[src/logic/pdcs_pkg.sv]
// constants, state type and timing counts of the pfc control sequencer
// assumes a single 200 MHz clock and analogue thresholds arriving as comparator flags
package pdcs_pkg;
    localparam int CLK_HZ         = 200000000;
    localparam int CLK_MHZ        = 200;
    // minimum off interval, least time, rounded up
    localparam int TOFF_NS        = 600;
    localparam int TOFF_CYC       = (TOFF_NS * CLK_MHZ + 999) / 1000;
    // sync pulse loss timeout, longest time, rounded down
    localparam int SYNC_TMO_US    = 108;
    localparam int SYNC_TMO_CYC   = SYNC_TMO_US * CLK_MHZ;
    // converter sample rate
    localparam int ADC_RATE_HZ    = 3550;
    localparam int ADC_WIN_CYC    = CLK_HZ / ADC_RATE_HZ;
    localparam int SYNC_LOCK_CNT  = 6;
    // comb notch length: samples per half line period at 50 Hz line
    localparam int NOTCH_TAPS     = 35;
    localparam int NOTCH_AW       = 6;
    localparam int SAMPLE_W       = 17;
    localparam int SUM_W          = 24;
    localparam int WORD_W         = 9;
    localparam logic [8:0] WORD_MAX = 9'h100;
    localparam logic [8:0] SS_INIT  = 9'h000;
    localparam int KP_SHIFT       = 8;
    localparam int KI_SHIFT       = 12;
    localparam int PER_W          = 16;
    localparam int TMR_W          = 24;
    localparam int TOFF_W         = 8;

    typedef enum logic [1:0] {
        PDCS_LOCKOUT,
        PDCS_STANDBY,
        PDCS_SOFTSTART,
        PDCS_NORMAL
    } pdcs_state_t;
endpackage : pdcs_pkg

[src/logic/pdcs_mem_if.sv]
// port bundle between the sequencer and its notch delay memory
// assumes one clock domain; read data returned one cycle after the address
interface pdcs_mem_if;
    logic                                wr_en;
    logic [pdcs_pkg::NOTCH_AW-1:0]       addr;
    logic [pdcs_pkg::SAMPLE_W-1:0]       wdata;
    logic [pdcs_pkg::SAMPLE_W-1:0]       rdata;
    modport user (output wr_en, output addr, output wdata, input rdata);
    modport mem  (input wr_en, input addr, input wdata, output rdata);
endinterface : pdcs_mem_if

[src/logic/pdcs_delay_mem.sv]
// sample delay line for the notch filter, registered read-before-write
// assumes contents are ignored by the user until every word has been written once
module pdcs_delay_mem (
    input  wire logic   CLOCK,
    pdcs_mem_if.mem     port_m
);
    logic [pdcs_pkg::SAMPLE_W-1:0] store [pdcs_pkg::NOTCH_TAPS];
    logic [pdcs_pkg::SAMPLE_W-1:0] rdata_r;

    assign port_m.rdata = rdata_r;

    always_ff @(posedge CLOCK) begin
        rdata_r <= store[port_m.addr];
        if (port_m.wr_en) begin
            store[port_m.addr] <= port_m.wdata;
        end
    end
endmodule : pdcs_delay_mem

[src/logic/pdcs_sequencer.sv]
// pfc control sequencer: supply lockout, standby, soft-start, sync oscillator,
// digital voltage loop and ramp-crossing pwm turn-on
// assumes all analogue levels arrive as comparator flags synchronous to CLOCK
module pdcs_sequencer #(
    parameter int SYNC_TMO_CYC = pdcs_pkg::SYNC_TMO_CYC,
    parameter int ADC_WIN_CYC  = pdcs_pkg::ADC_WIN_CYC
) (
    input  wire logic                          CLOCK,
    input  wire logic                          RST_B,
    input  wire logic                          SUPPLY_ABOVE_START,
    input  wire logic                          SUPPLY_BELOW_STOP,
    input  wire logic                          BULK_ABOVE_MIN,
    input  wire logic                          LINE_ABOVE_ON,
    input  wire logic                          ENABLE_ABOVE_MIN,
    input  wire logic                          BULK_ABOVE_95,
    input  wire logic                          BULK_BELOW_THRESH,
    input  wire logic                          SYNC_MODE,
    input  wire logic                          SYNC_PULSE,
    input  wire logic [pdcs_pkg::PER_W-1:0]    INT_PERIOD,
    input  wire logic                          SD_BIT,
    input  wire logic                          RAMP_CROSS,
    output logic                               GATE,
    output logic                               RAMP_RELEASE,
    output logic                               BULK_GOOD,
    output logic                               COMP_FORCE,
    output logic [pdcs_pkg::WORD_W-1:0]        LOOP_WORD,
    output logic                               SS_ACTIVE,
    output logic                               SYNC_LOCKED
);
    localparam logic [pdcs_pkg::SUM_W-1:0] TARGET =
        pdcs_pkg::SUM_W'((ADC_WIN_CYC / 2) * pdcs_pkg::NOTCH_TAPS);
    localparam logic [pdcs_pkg::TMR_W-1:0] TMO_LIM = pdcs_pkg::TMR_W'(SYNC_TMO_CYC);
    localparam logic [pdcs_pkg::SAMPLE_W-1:0] WIN_LIM =
        pdcs_pkg::SAMPLE_W'(ADC_WIN_CYC - 1);
    localparam logic [pdcs_pkg::TOFF_W-1:0] TOFF_LIM = pdcs_pkg::TOFF_W'(pdcs_pkg::TOFF_CYC);

    pdcs_pkg::pdcs_state_t state_r, state_nxt;

    // ---------------- operating state ----------------
    wire start_ok   = SUPPLY_ABOVE_START && BULK_ABOVE_MIN && LINE_ABOVE_ON
                      && ENABLE_ABOVE_MIN;
    wire standby_rq = !BULK_ABOVE_MIN || !ENABLE_ABOVE_MIN;
    wire switching  = (state_r == pdcs_pkg::PDCS_SOFTSTART) || (state_r == pdcs_pkg::PDCS_NORMAL);

    always_comb begin
        state_nxt = state_r;
        case (state_r)
            pdcs_pkg::PDCS_LOCKOUT:   if (start_ok) state_nxt = pdcs_pkg::PDCS_SOFTSTART;
            pdcs_pkg::PDCS_STANDBY:   if (start_ok) state_nxt = pdcs_pkg::PDCS_SOFTSTART;
            pdcs_pkg::PDCS_SOFTSTART: begin
                if (standby_rq) state_nxt = pdcs_pkg::PDCS_STANDBY;
                else if (BULK_ABOVE_95) state_nxt = pdcs_pkg::PDCS_NORMAL;
            end
            pdcs_pkg::PDCS_NORMAL:    if (standby_rq) state_nxt = pdcs_pkg::PDCS_STANDBY;
            default:                  state_nxt = pdcs_pkg::PDCS_LOCKOUT;
        endcase
        if (SUPPLY_BELOW_STOP) state_nxt = pdcs_pkg::PDCS_LOCKOUT;
    end

    always_ff @(posedge CLOCK) begin
        if (!RST_B) state_r <= pdcs_pkg::PDCS_LOCKOUT;
        else        state_r <= state_nxt;
    end

    // ---------------- bulk good and comp node ----------------
    logic bulk_good_r, comp_force_r;
    wire  bg_clr = BULK_BELOW_THRESH || !(state_nxt == pdcs_pkg::PDCS_SOFTSTART
                   || state_nxt == pdcs_pkg::PDCS_NORMAL);
    wire  bg_set = state_nxt == pdcs_pkg::PDCS_NORMAL && state_r == pdcs_pkg::PDCS_SOFTSTART;

    always_ff @(posedge CLOCK) begin
        if (!RST_B) begin
            bulk_good_r  <= 1'b0;
            comp_force_r <= 1'b0;
        end else begin
            bulk_good_r  <= !bg_clr && (bg_set || bulk_good_r);
            comp_force_r <= state_nxt == pdcs_pkg::PDCS_STANDBY;
        end
    end
    assign BULK_GOOD  = bulk_good_r;
    assign COMP_FORCE = comp_force_r;
    assign SS_ACTIVE  = state_r == pdcs_pkg::PDCS_SOFTSTART;

    // ---------------- external sync ----------------
    logic                      sync_q_r, locked_r;
    logic [2:0]                pulse_cnt_r;
    logic [pdcs_pkg::TMR_W-1:0] tmr_r;
    wire sync_rise = SYNC_PULSE && !sync_q_r;
    wire sync_lost = tmr_r >= TMO_LIM;
    wire lock_now  = sync_rise && (pulse_cnt_r == 3'(pdcs_pkg::SYNC_LOCK_CNT - 1));

    always_ff @(posedge CLOCK) begin
        if (!RST_B) begin
            sync_q_r    <= 1'b0;
            locked_r    <= 1'b0;
            pulse_cnt_r <= 3'h0;
            tmr_r       <= '0;
        end else begin
            sync_q_r <= SYNC_PULSE;
            tmr_r    <= sync_rise ? '0 : (sync_lost ? tmr_r : tmr_r + 1'b1);
            if (!SYNC_MODE || (sync_lost && !sync_rise)) begin
                locked_r    <= 1'b0;
                pulse_cnt_r <= 3'h0;
            end else if (sync_rise && !locked_r) begin
                pulse_cnt_r <= pulse_cnt_r + 3'h1;
                locked_r    <= lock_now;
            end
        end
    end
    assign SYNC_LOCKED = locked_r;

    // ---------------- pwm cycle ----------------
    logic [pdcs_pkg::PER_W-1:0]  per_r;
    logic [pdcs_pkg::TOFF_W-1:0] toff_r;
    logic                        gate_r;
    // INT_PERIOD assumed within range set by resistor
    wire int_end     = per_r >= INT_PERIOD - 16'h0001;
    wire cycle_start = locked_r ? sync_rise : int_end;
    wire toff_busy   = toff_r != '0;

    always_ff @(posedge CLOCK) begin
        if (!RST_B) begin
            per_r  <= '0;
            toff_r <= TOFF_LIM;
            gate_r <= 1'b0;
        end else begin
            per_r <= cycle_start ? '0 : per_r + 16'h0001;
            if (!switching || cycle_start) begin
                toff_r <= TOFF_LIM;
                gate_r <= 1'b0;
            end else begin
                if (toff_busy) toff_r <= toff_r - 8'h01;
                if (!toff_busy && RAMP_CROSS) gate_r <= 1'b1;
            end
        end
    end
    assign GATE         = gate_r;
    assign RAMP_RELEASE = switching && !toff_busy;

    // ---------------- sigma-delta decimator ----------------
    logic [pdcs_pkg::SAMPLE_W-1:0] win_r, ones_r, sample_r;
    logic                          smp_r, filt_r;
    wire win_end = win_r >= WIN_LIM;

    always_ff @(posedge CLOCK) begin
        if (!RST_B) begin
            win_r    <= '0;
            ones_r   <= '0;
            sample_r <= '0;
            smp_r    <= 1'b0;
        end else begin
            win_r    <= win_end ? '0 : win_r + 17'h00001;
            ones_r   <= win_end ? '0 : ones_r + 17'(SD_BIT);
            smp_r    <= win_end;
            if (win_end) sample_r <= ones_r + 17'(SD_BIT);
        end
    end

    // ---------------- notch: moving sum over a half line period ----------------
    pdcs_mem_if mem_bus ();
    pdcs_delay_mem u_delay (
        .CLOCK  (CLOCK),
        .port_m (mem_bus.mem)
    );
    logic [pdcs_pkg::NOTCH_AW-1:0] ptr_r;
    logic                          full_r;
    logic [pdcs_pkg::SUM_W-1:0]    sum_r;
    wire  ptr_wrap = ptr_r == pdcs_pkg::NOTCH_AW'(pdcs_pkg::NOTCH_TAPS - 1);
    wire [pdcs_pkg::SAMPLE_W-1:0] oldest = full_r ? mem_bus.rdata : '0;

    assign mem_bus.wr_en = smp_r;
    assign mem_bus.addr  = ptr_r;
    assign mem_bus.wdata = sample_r;

    always_ff @(posedge CLOCK) begin
        if (!RST_B) begin
            ptr_r  <= '0;
            full_r <= 1'b0;
            sum_r  <= '0;
            filt_r <= 1'b0;
        end else begin
            filt_r <= smp_r;
            if (smp_r) ptr_r <= ptr_wrap ? '0 : ptr_r + 6'h01;
            if (filt_r && ptr_r == '0) full_r <= 1'b1;
            if (filt_r) sum_r <= sum_r + 24'(sample_r) - 24'(oldest);
        end
    end

    // ---------------- pi compensator and soft-start ----------------
    logic signed [pdcs_pkg::SUM_W:0] integ_r;
    logic [pdcs_pkg::WORD_W-1:0]     ss_word_r, word_r;
    wire signed [pdcs_pkg::SUM_W:0] err  = $signed({1'b0, TARGET}) - $signed({1'b0, sum_r});
    wire signed [pdcs_pkg::SUM_W:0] i_nx = integ_r + (err >>> pdcs_pkg::KI_SHIFT);
    wire signed [pdcs_pkg::SUM_W:0] i_cl = i_nx < 0 ? '0 :
        (i_nx > $signed(25'(pdcs_pkg::WORD_MAX)) ? 25'(pdcs_pkg::WORD_MAX) : i_nx);
    wire signed [pdcs_pkg::SUM_W:0] pi   = i_cl + (err >>> pdcs_pkg::KP_SHIFT);
    wire [pdcs_pkg::WORD_W-1:0] pi_word = pi < 0 ? '0 :
        (pi > $signed(25'(pdcs_pkg::WORD_MAX)) ? pdcs_pkg::WORD_MAX : pi[8:0]);

    always_ff @(posedge CLOCK) begin
        if (!RST_B) begin
            integ_r   <= '0;
            ss_word_r <= pdcs_pkg::SS_INIT;
            word_r    <= '0;
        end else if (!switching) begin
            integ_r   <= '0;
            ss_word_r <= pdcs_pkg::SS_INIT;
            word_r    <= '0;
        end else if (state_r == pdcs_pkg::PDCS_SOFTSTART) begin
            integ_r <= 25'(ss_word_r);
            if (filt_r && ss_word_r < pdcs_pkg::WORD_MAX) begin
                ss_word_r <= ss_word_r + 9'h001;
            end
            word_r <= ss_word_r;
        end else if (filt_r) begin
            integ_r <= i_cl;
            word_r  <= pi_word;
        end
    end
    assign LOOP_WORD = word_r;
endmodule : pdcs_sequencer

[config.mk]
export PLATFORM = sky130hd
export DESIGN_NAME = pdcs_sequencer
export DESIGN_NICKNAME = d
export VERILOG_FILES = /design/src/logic/pdcs_pkg.sv /design/src/logic/pdcs_mem_if.sv /design/src/logic/pdcs_delay_mem.sv /design/src/logic/pdcs_sequencer.sv
export SDC_FILE = /design/constraint.sdc
export NUM_CORES = 1
export LEC_CHECK = 0
export BUFFER_PORTS_ARGS = -buffer_cell sky130_fd_sc_hd__buf_2
export CAP_MARGIN = 40
export CORE_UTILIZATION = 50
export CTS_BUF_LIST = sky130_fd_sc_hd__clkbuf_8
export CTS_CLUSTER_SIZE = 14
export DETAILED_ROUTE_END_ITERATION = 8
export GPL_ROUTABILITY_DRIVEN = 0
export PLACE_DENSITY = 0.62
export SYNTH_ARGS = -nofsm -noshare
export SYNTH_HDL_FRONTEND = slang
export SYNTH_SLANG_ARGS = --single-unit
[constraint.sdc]
create_clock -name CLOCK -period 12.4 [get_ports CLOCK]
set_clock_uncertainty 0.1 [all_clocks]
set_input_delay 1.24 -clock CLOCK [delete_from_list [all_inputs] [get_ports CLOCK]]
set_output_delay 1.24 -clock CLOCK [all_outputs]
set_load 0.01 [all_outputs]
Word-level counts from Yosys, hierarchy flattened
Memory sizes are Yosys's and may differ from the RTL's. A register that Yosys moved wholly into a read port is not among the register bits. Index checks and enable logic that the tools add are counted.

Memories: 1. RAM bits: 595. Flip-flop bits (word level): 185. Output and inout port bits: 15. Word-level logic and storage cells: 117. Input bits: 29.

Memories: u_delay.store (depth 35, width 17, read ports 1, clocked after memory_dff 1, write ports 1, line pdcs_delay_mem.sv:7) `logic [pdcs_pkg::SAMPLE_W-1:0] store [pdcs_pkg::NOTCH_TAPS];`.

Eq/ne operators: 8. Multiplexer cells: 19. $lt $le $gt $ge: 8. Reductions and logical operators: 43. Bitwise gates (word level): 2. Add/subtract/negate cells: 14.

Operator list (count): two-way mux 9 bit (6); > comparator 25 x 10 -> 1 bit (second input constant) (2); less-than comparator 25 x 1 -> 1 bit (second input constant) (2); two-way mux 25 bit (2); adder 25 x 13 -> 25 bit (1); adder 25 x 17 -> 25 bit (1); subtractor 20 x 24 -> 25 bit (first input constant) (1); adder 24 x 1 -> 24 bit (second input constant) (1); adder 24 x 17 -> 24 bit (1); >= comparator 24 x 15 -> 1 bit (second input constant) (1); subtractor 24 x 17 -> 24 bit (1); adder 17 x 1 -> 17 bit (1); adder 17 x 1 -> 17 bit (second input constant) (1); >= comparator 17 x 16 -> 1 bit (second input constant) (1); two-way mux 17 bit (1); adder 16 x 1 -> 16 bit (second input constant) (1); >= comparator 16 bit (1); subtractor 16 x 1 -> 16 bit (second input constant) (1); logical AND 1 bit (13); OR reduction 2 bit (6); zero test 1 bit (10); two-way mux 2 bit (5); adder 9 x 1 -> 9 bit (second input constant) (1); less-than comparator 9 bit (second input constant) (1); other kinds (18) (32).

Depth between registers and ports, before layout
Word-level depth: 12. Depth in mapped cells: 31.

Hierarchy
From an unflattened synthesis, not the netlist that was laid out.

Cell total of the unflattened synthesis: 2794. Area, all modules: 36055.8 um^2.

By module, submodules not included: pdcs_delay_mem (sequential area each 18207.5 um^2, times used 1, area an instance 23463.8 um^2, cells an instance 1297); pdcs_sequencer (sequential area each 3683.5 um^2, times used 1, area an instance 12592.1 um^2, cells an instance 1497).

Least setup slack after synthesis
Ideal clock, no wire load.

Kind: reg-to-reg. Start point: register sum_r[5] in the netlist's numbering. End point: register word_r (netlist bit LOOP_WORD[3]). Path slack: 5.291 ns. Buffers on the path: 1. Data arrival time: 6.930 ns. Cell stages (with the launch flop): 31. Setup time: 0.079 ns. Required time: 12.221 ns. Cell sequence: dfxtp_1 -> nand4_2 -> a311oi_4 -> nor2_1 -> nor2_1 -> nand2_1 -> a21oi_1 -> xnor2_1 -> ha_1 -> o21a_1 -> nor2_1 -> o31a_1 -> or3b_1 -> a2111oi_2 -> o2111ai_1 -> a2111oi_4 -> nand3_1 -> or2_1 -> nor2_1 -> ha_1 -> buf_2 -> or3_1 -> a21o_1 -> a211oi_1 -> o211ai_1 -> a2111oi_2 -> o21bai_1 -> or3_1 -> a311oi_2 -> nand3_2 -> o22ai_1.

Word-level cells in the longest chain between the ends: 11. Elaborated cells between the ends (all ways): 13.

Ends and longest elaborated chain: start, declared (line pdcs_sequencer.sv:167) `logic [pdcs_pkg::SUM_W-1:0] sum_r;`; start signal, assigned (line pdcs_sequencer.sv:185) `if (filt_r) sum_r <= sum_r + 24'(sample_r) - 24'(oldest);`; subtractor 20 x 24 -> 25 bit (*) (line pdcs_sequencer.sv:192) `wire signed [pdcs_pkg::SUM_W:0] err = $signed({1'b0, TARGET}) - $signed({1'b0, sum_r});`; adder 25 x 13 -> 25 bit (line pdcs_sequencer.sv:193) `wire signed [pdcs_pkg::SUM_W:0] i_nx = integ_r + (err >>> pdcs_pkg::KI_SHIFT);`; > comparator 25 x 10 -> 1 bit (line pdcs_sequencer.sv:195) `(i_nx > $signed(25'(pdcs_pkg::WORD_MAX)) ? 25'(pdcs_pkg::WORD_MAX) : i_nx);`; two-way mux 25 bit (line pdcs_sequencer.sv:195); two-way mux 25 bit (line pdcs_sequencer.sv:194) `wire signed [pdcs_pkg::SUM_W:0] i_cl = i_nx < 0 ? '0 :`; adder 25 x 17 -> 25 bit (*) (line pdcs_sequencer.sv:196) `wire signed [pdcs_pkg::SUM_W:0] pi = i_cl + (err >>> pdcs_pkg::KP_SHIFT);`; > comparator 25 x 10 -> 1 bit (line pdcs_sequencer.sv:198) `(pi > $signed(25'(pdcs_pkg::WORD_MAX)) ? pdcs_pkg::WORD_MAX : pi[8:0]);`; two-way mux 9 bit (line pdcs_sequencer.sv:198); two-way mux 9 bit (*) (line pdcs_sequencer.sv:197) `wire [pdcs_pkg::WORD_W-1:0] pi_word = pi < 0 ? '0 :`; two-way mux 9 bit (*) (line pdcs_sequencer.sv:215) `end else if (filt_r) begin`; two-way mux 9 bit (*) (line pdcs_sequencer.sv:209) `end else if (state_r == pdcs_pkg::PDCS_SOFTSTART) begin`; end signal, assigned (line pdcs_sequencer.sv:214) `word_r <= ss_word_r;`; end signal, assigned (line pdcs_sequencer.sv:217) `word_r <= pi_word;`; end, declared (line pdcs_sequencer.sv:191) `logic [pdcs_pkg::WORD_W-1:0] ss_word_r, word_r;`.

Every way passes the cells marked *; elsewhere a longest branch is shown, timed or not. The select of a mux whose other input is x is not followed. A chain may end at the register's enable or synchronous reset.

Worst setup path in the final report
Start point: register sum_r[4] in the netlist's numbering. End point: register word_r (netlist bit LOOP_WORD[0]).

The elaborated chain is that of the path after synthesis.

==> results.md <==
- The clock tree from TritonCTS is built.
- After synthesis, flip-flops and latches occupy 63.46% of the total area.
- The post-route setup TNS is 0 ns.
- The clock tree synthesis step divided the H-tree into 4 levels.
- Once the floorplan was initialized, standard cells occupied 50.91% of the core.
- The CTS root buffer is sky130_fd_sc_hd__clkbuf_8.
- The overall die height is 264.7 um.
- Measured against its own limit, the worst slew margin works out to 39.02%.
- Across every metal layer, demand over resource in global routing totals 24.59%.
- The hold slack is 0.3679 ns.
- The final hold violation count is 0.
- The post-route netlist has 11.30% of its cells at a drive strength greater than 1.
- The top cell type by total area after synthesis is sky130_fd_sc_hd__edfxtp_1.
- The worst reg-to-reg path cell count is 29.
- The synthesized netlist devotes 3.682% of its cell area to XOR and XNOR gates.
- The slowest stage of the critical path is the sky130_fd_sc_hd__a2111oi_2 cell.
- The number of setup violations in the final report is 0.
- The count of pins over their slew limit was 0.
- The peak fanout along the critical path is 7.
- The worst register-to-register path has a setup slack of 4.29 ns.
- STA puts the critical path data arrival time at 8.71 ns.
- The placed wire-length estimate after detailed placement is 50.24 mm.
- Clock latency on the worst-skew pair, taken at its later pin, is 0.80 ns.
- The count of yosys warnings during synthesis is 0.
- The switching portion of total power is 27.23%.
- The total leakage power is 13.86 nW.
- The overflow left after global routing is 0.
- The slew of the pin with the lowest slew margin is 0.9114 ns.
- The library cells used most frequently in the layout, excluding fill and tap cells, are sky130_fd_sc_hd__edfxtp_1 (595), sky130_fd_sc_hd__nor2_1 (212), sky130_fd_sc_hd__dfxtp_1 (200).
- For this design the total switching power over the nets is 0.001621 W.
- The end point of the most critical hold path is integ_r[11].
- By area the synthesized netlist is led by sky130_fd_sc_hd__edfxtp_1 (52%), sky130_fd_sc_hd__dfxtp_1 (12%), sky130_fd_sc_hd__a22oi_1 (4.1%).
- Setup repair after global routing left no endpoint under its margin.
- The die is 264.7 um wide.
- The largest net degree at the start of global routing is 55.
- The worst setup path is captured at a register.
- Clock tree synthesis inserted a total of 132 buffers.
- The cell area power density is 154.4 mW/mm2.
- The data required time at the worst endpoint is 13.00 ns.
- Of the total synthesized cell area, the portion taken by full adders, half adders and majority gates is 5.020%.
- The maximum achievable frequency is 0.1233 GHz.
- The synthesized netlist devotes 14.80% of its cell area to compound gates.
- The initial antenna violation count is 1.
- The share of total power in combinational logic is 14.4%.
- The number of enable flip-flop cells after synthesis is 595.
- The via count of the routed design is 22790.
- The count of boundary I/O pins is 44.
- The number of sinks driven by the clock tree is 796.
- The number of buffers added on ports is 43.
- The most used flip-flop cell after synthesis is sky130_fd_sc_hd__edfxtp_1.
- The die footprint is 0.07004 mm2.
- For this run, the detailed router's first-pass iteration total came to 5.
- The clock passes through at most 3 buffers.
- The number of global-route vias before repair was 22880.
- The worst-case IR drop observed on VDD is 0.1242 mV.
- The final antenna-violating net count is 0.
- In this design, the stage delay of the slowest critical-path cell is 0.50 ns.
- In this design, the critical path's most frequently occurring cell is sky130_fd_sc_hd__nor2_1.
- The wire length of the first global-routing pass is 131.1 mm.
- The clock period minus final worst setup slack is 8.108 ns.
- The mean routed wirelength per cell is 22.49 um.
- The tool flagged a number of max-cap violations equal to 0.
- The most frequent standard cell in the layout excluding fill and tap cells is sky130_fd_sc_hd__edfxtp_1.
- By area, the combinational part of the netlist is dominated by compound AO/OA/AOI/OAI gates.
- Clock-pin slew was measured on the worst setup and hold paths at 0.05 ns.
- The startpoint identified for the worst register-to-register timing path is sum_r[4].
- The number of hold buffers added after cts is 0.
- Of all flip-flops after synthesis, the portion carrying an async set or reset was 0%.
- In this run, the number of DRC markers left after iteration 0 of detailed routing was 1735.
- The simple-gate portion of the synthesized area is 9.358%.
- The cell area after synthesis is 0.03449 mm2.
- Registers are responsible for 48.7% of the overall power.
- The type of the worst setup path is register to register.
- For this run, design rule violations remaining after detail routing come to 0.
- The mux cell area share after synthesis is 1.048%.
- Counting instances, the worst hold path has a depth of 1.
- The average footprint of a synthesized cell is 12.85 um2.
- The capturing point of the worst reg2reg path is LOOP_WORD[0].
- The total routed wirelength is 85.59 mm.
- The ratio of final minimum period to clock period is 65.39%.
- Internal power comes to 0.004332 W.
- In this run, distinct cell masters in the synthesized netlist total 84.
- The startpoint identified for the worst hold timing path is integ_r[11].
- The clock network burns 36.9% of the power.
- Once the clock tree was built, the setup fixing pass inserted 0 buffers.
- Compared with the post-synthesis result, the final layout area differs by 11.76%.
- The number of gates given a new drive strength after cts is 0.
- In the routed layout, each cell is associated on average with a via count of 5.989.
- Counting flops and latches in the post-synthesis netlist gives 796.
- The worst hold path belongs to the class register to register.
- The share of Yosys cell area claimed by the top area cell type is 51.80%.
- The run finished with clean final reports.
- The post-layout net count is 2983.
- STA classifies the critical path startpoint as a register.
- After technology mapping, the gate count stands at 2684.
- The floorplan has 95 rows.
- The region available for standard cell placement spans 0.06775 mm2.
through the flow:
step / worst slack, ns / utilization (%) / total power, W / std cells / instance area [um2]
floorplan: 5.291 / - / 0.003583 / 2697 / 34540
global placement: 4.606 / 53.08 / 0.003772 / 3561 / 35960
detailed placement: 4.313 / 53.17 / 0.003790 / 3566 / 36030
CTS: 4.288 / 56.89 / 0.005993 / 3803 / 38540
global route: 3.384 / 56.90 / 0.006213 / 3805 / 38550
finish: 4.292 / 56.90 / 0.005953 / 3805 / 38550
worst max path at each step:
stage | endpoint | from | cells after the start
floorplan | LOOP_WORD[3] | sum_r[5] | 30
global placement | LOOP_WORD[4] | sum_r[5] | 29
detailed placement | LOOP_WORD[0] | sum_r[4] | 29
CTS | LOOP_WORD[0] | sum_r[4] | 29
global route | LOOP_WORD[3] | sum_r[4] | 29
finish | LOOP_WORD[0] | sum_r[4] | 29
power by group through the flow:
stage               combinational (W)  sequential, W  clock [W]
finish                       0.000855        0.00290    0.00220
global route                 0.000946        0.00290    0.00236
CTS                          0.000840        0.00290    0.00225
detailed placement           0.000834        0.00296          0
global placement             0.000817        0.00296          0
floorplan                    0.000620        0.00296          0
sequential cells by signal, indices dropped and copies added (netlist names), 3 cells and up:
name	cells
LOOP_WORD	9
integ_r	24
mem_bus.addr	6
mem_bus.wdata	17
ones_r	17
per_r	16
pulse_cnt_r	3
ss_word_r	9
sum_r	24
tmr_r	24
toff_r	8
u_delay.port_m.rdata	17
u_delay.store	595
win_r	17
cells by family after synthesis:
group	after synthesis
compound gates	689
xor+xnor	145
fa+ha+maj	127
buf+inv	238
flops	796
mux	36
other cells	1
simple gates	652
cells in the mapped netlist, types with 13 or more instances:
master	n
sky130_fd_sc_hd__edfxtp_1	595
sky130_fd_sc_hd__nor2_1	213
sky130_fd_sc_hd__dfxtp_1	201
sky130_fd_sc_hd__a22oi_1	188
sky130_fd_sc_hd__nand2_1	128
sky130_fd_sc_hd__clkbuf_1	112
sky130_fd_sc_hd__inv_1	109
sky130_fd_sc_hd__ha_1	108
sky130_fd_sc_hd__a21oi_1	93
sky130_fd_sc_hd__xnor2_1	76
sky130_fd_sc_hd__xor2_1	69
sky130_fd_sc_hd__o21ai_0	55
sky130_fd_sc_hd__a221oi_1	53
sky130_fd_sc_hd__a22o_1	53
sky130_fd_sc_hd__and2_1	50
sky130_fd_sc_hd__nand4_1	44
sky130_fd_sc_hd__and3_1	39
sky130_fd_sc_hd__nand3_1	38
sky130_fd_sc_hd__mux2i_1	35
sky130_fd_sc_hd__nor3_1	34
sky130_fd_sc_hd__a21o_1	33
sky130_fd_sc_hd__a31oi_1	30
sky130_fd_sc_hd__nor2b_1	22
sky130_fd_sc_hd__o21ai_1	21
sky130_fd_sc_hd__fa_1	19
sky130_fd_sc_hd__or3_1	19
sky130_fd_sc_hd__o211a_1	18
sky130_fd_sc_hd__a41oi_1	17
sky130_fd_sc_hd__a311oi_1	16
sky130_fd_sc_hd__a211oi_1	14
sky130_fd_sc_hd__o211ai_1	14
sky130_fd_sc_hd__buf_1	13
sky130_fd_sc_hd__nand2b_1	13
sky130_fd_sc_hd__o21a_1	13
worst max-delay path: cells and delay by family, from the launching register on:
kind / cells / cell delay, ns
AOI/OAI and AO/OA: 15 / 4.59
xor gates and xnor gates: 1 / 0.13
adders and majority gates: 2 / 0.65
DFF: 1 / 0.39
and+or+nand+nor: 11 / 2.18
per-layer routing:
metal | global-route usage, % | up-vias | share of wire (%)
li1 | - | 10580 | -
met1 | 30.98 | 11230 | 42
met2 | 42.08 | 810 | 49
met3 | 4.069 | 176 | 5.7
met4 | 10.26 | 0 | 3.2
met5 | 0 | - | 0
layout make-up:
class	instances	area (um2)
Inverter	111	416.7
Antenna cell	2	5.005
Timing Repair Buffer	123	843.3
Multi-Input combinational cell	1663	11780
Tap cell	873	1092
Fill cell	5575	29200
Clock buffer	138	1899
Clock inverter	99	619.3
Sequential cell	796	21890
Power figures use the tool's default switching activity.
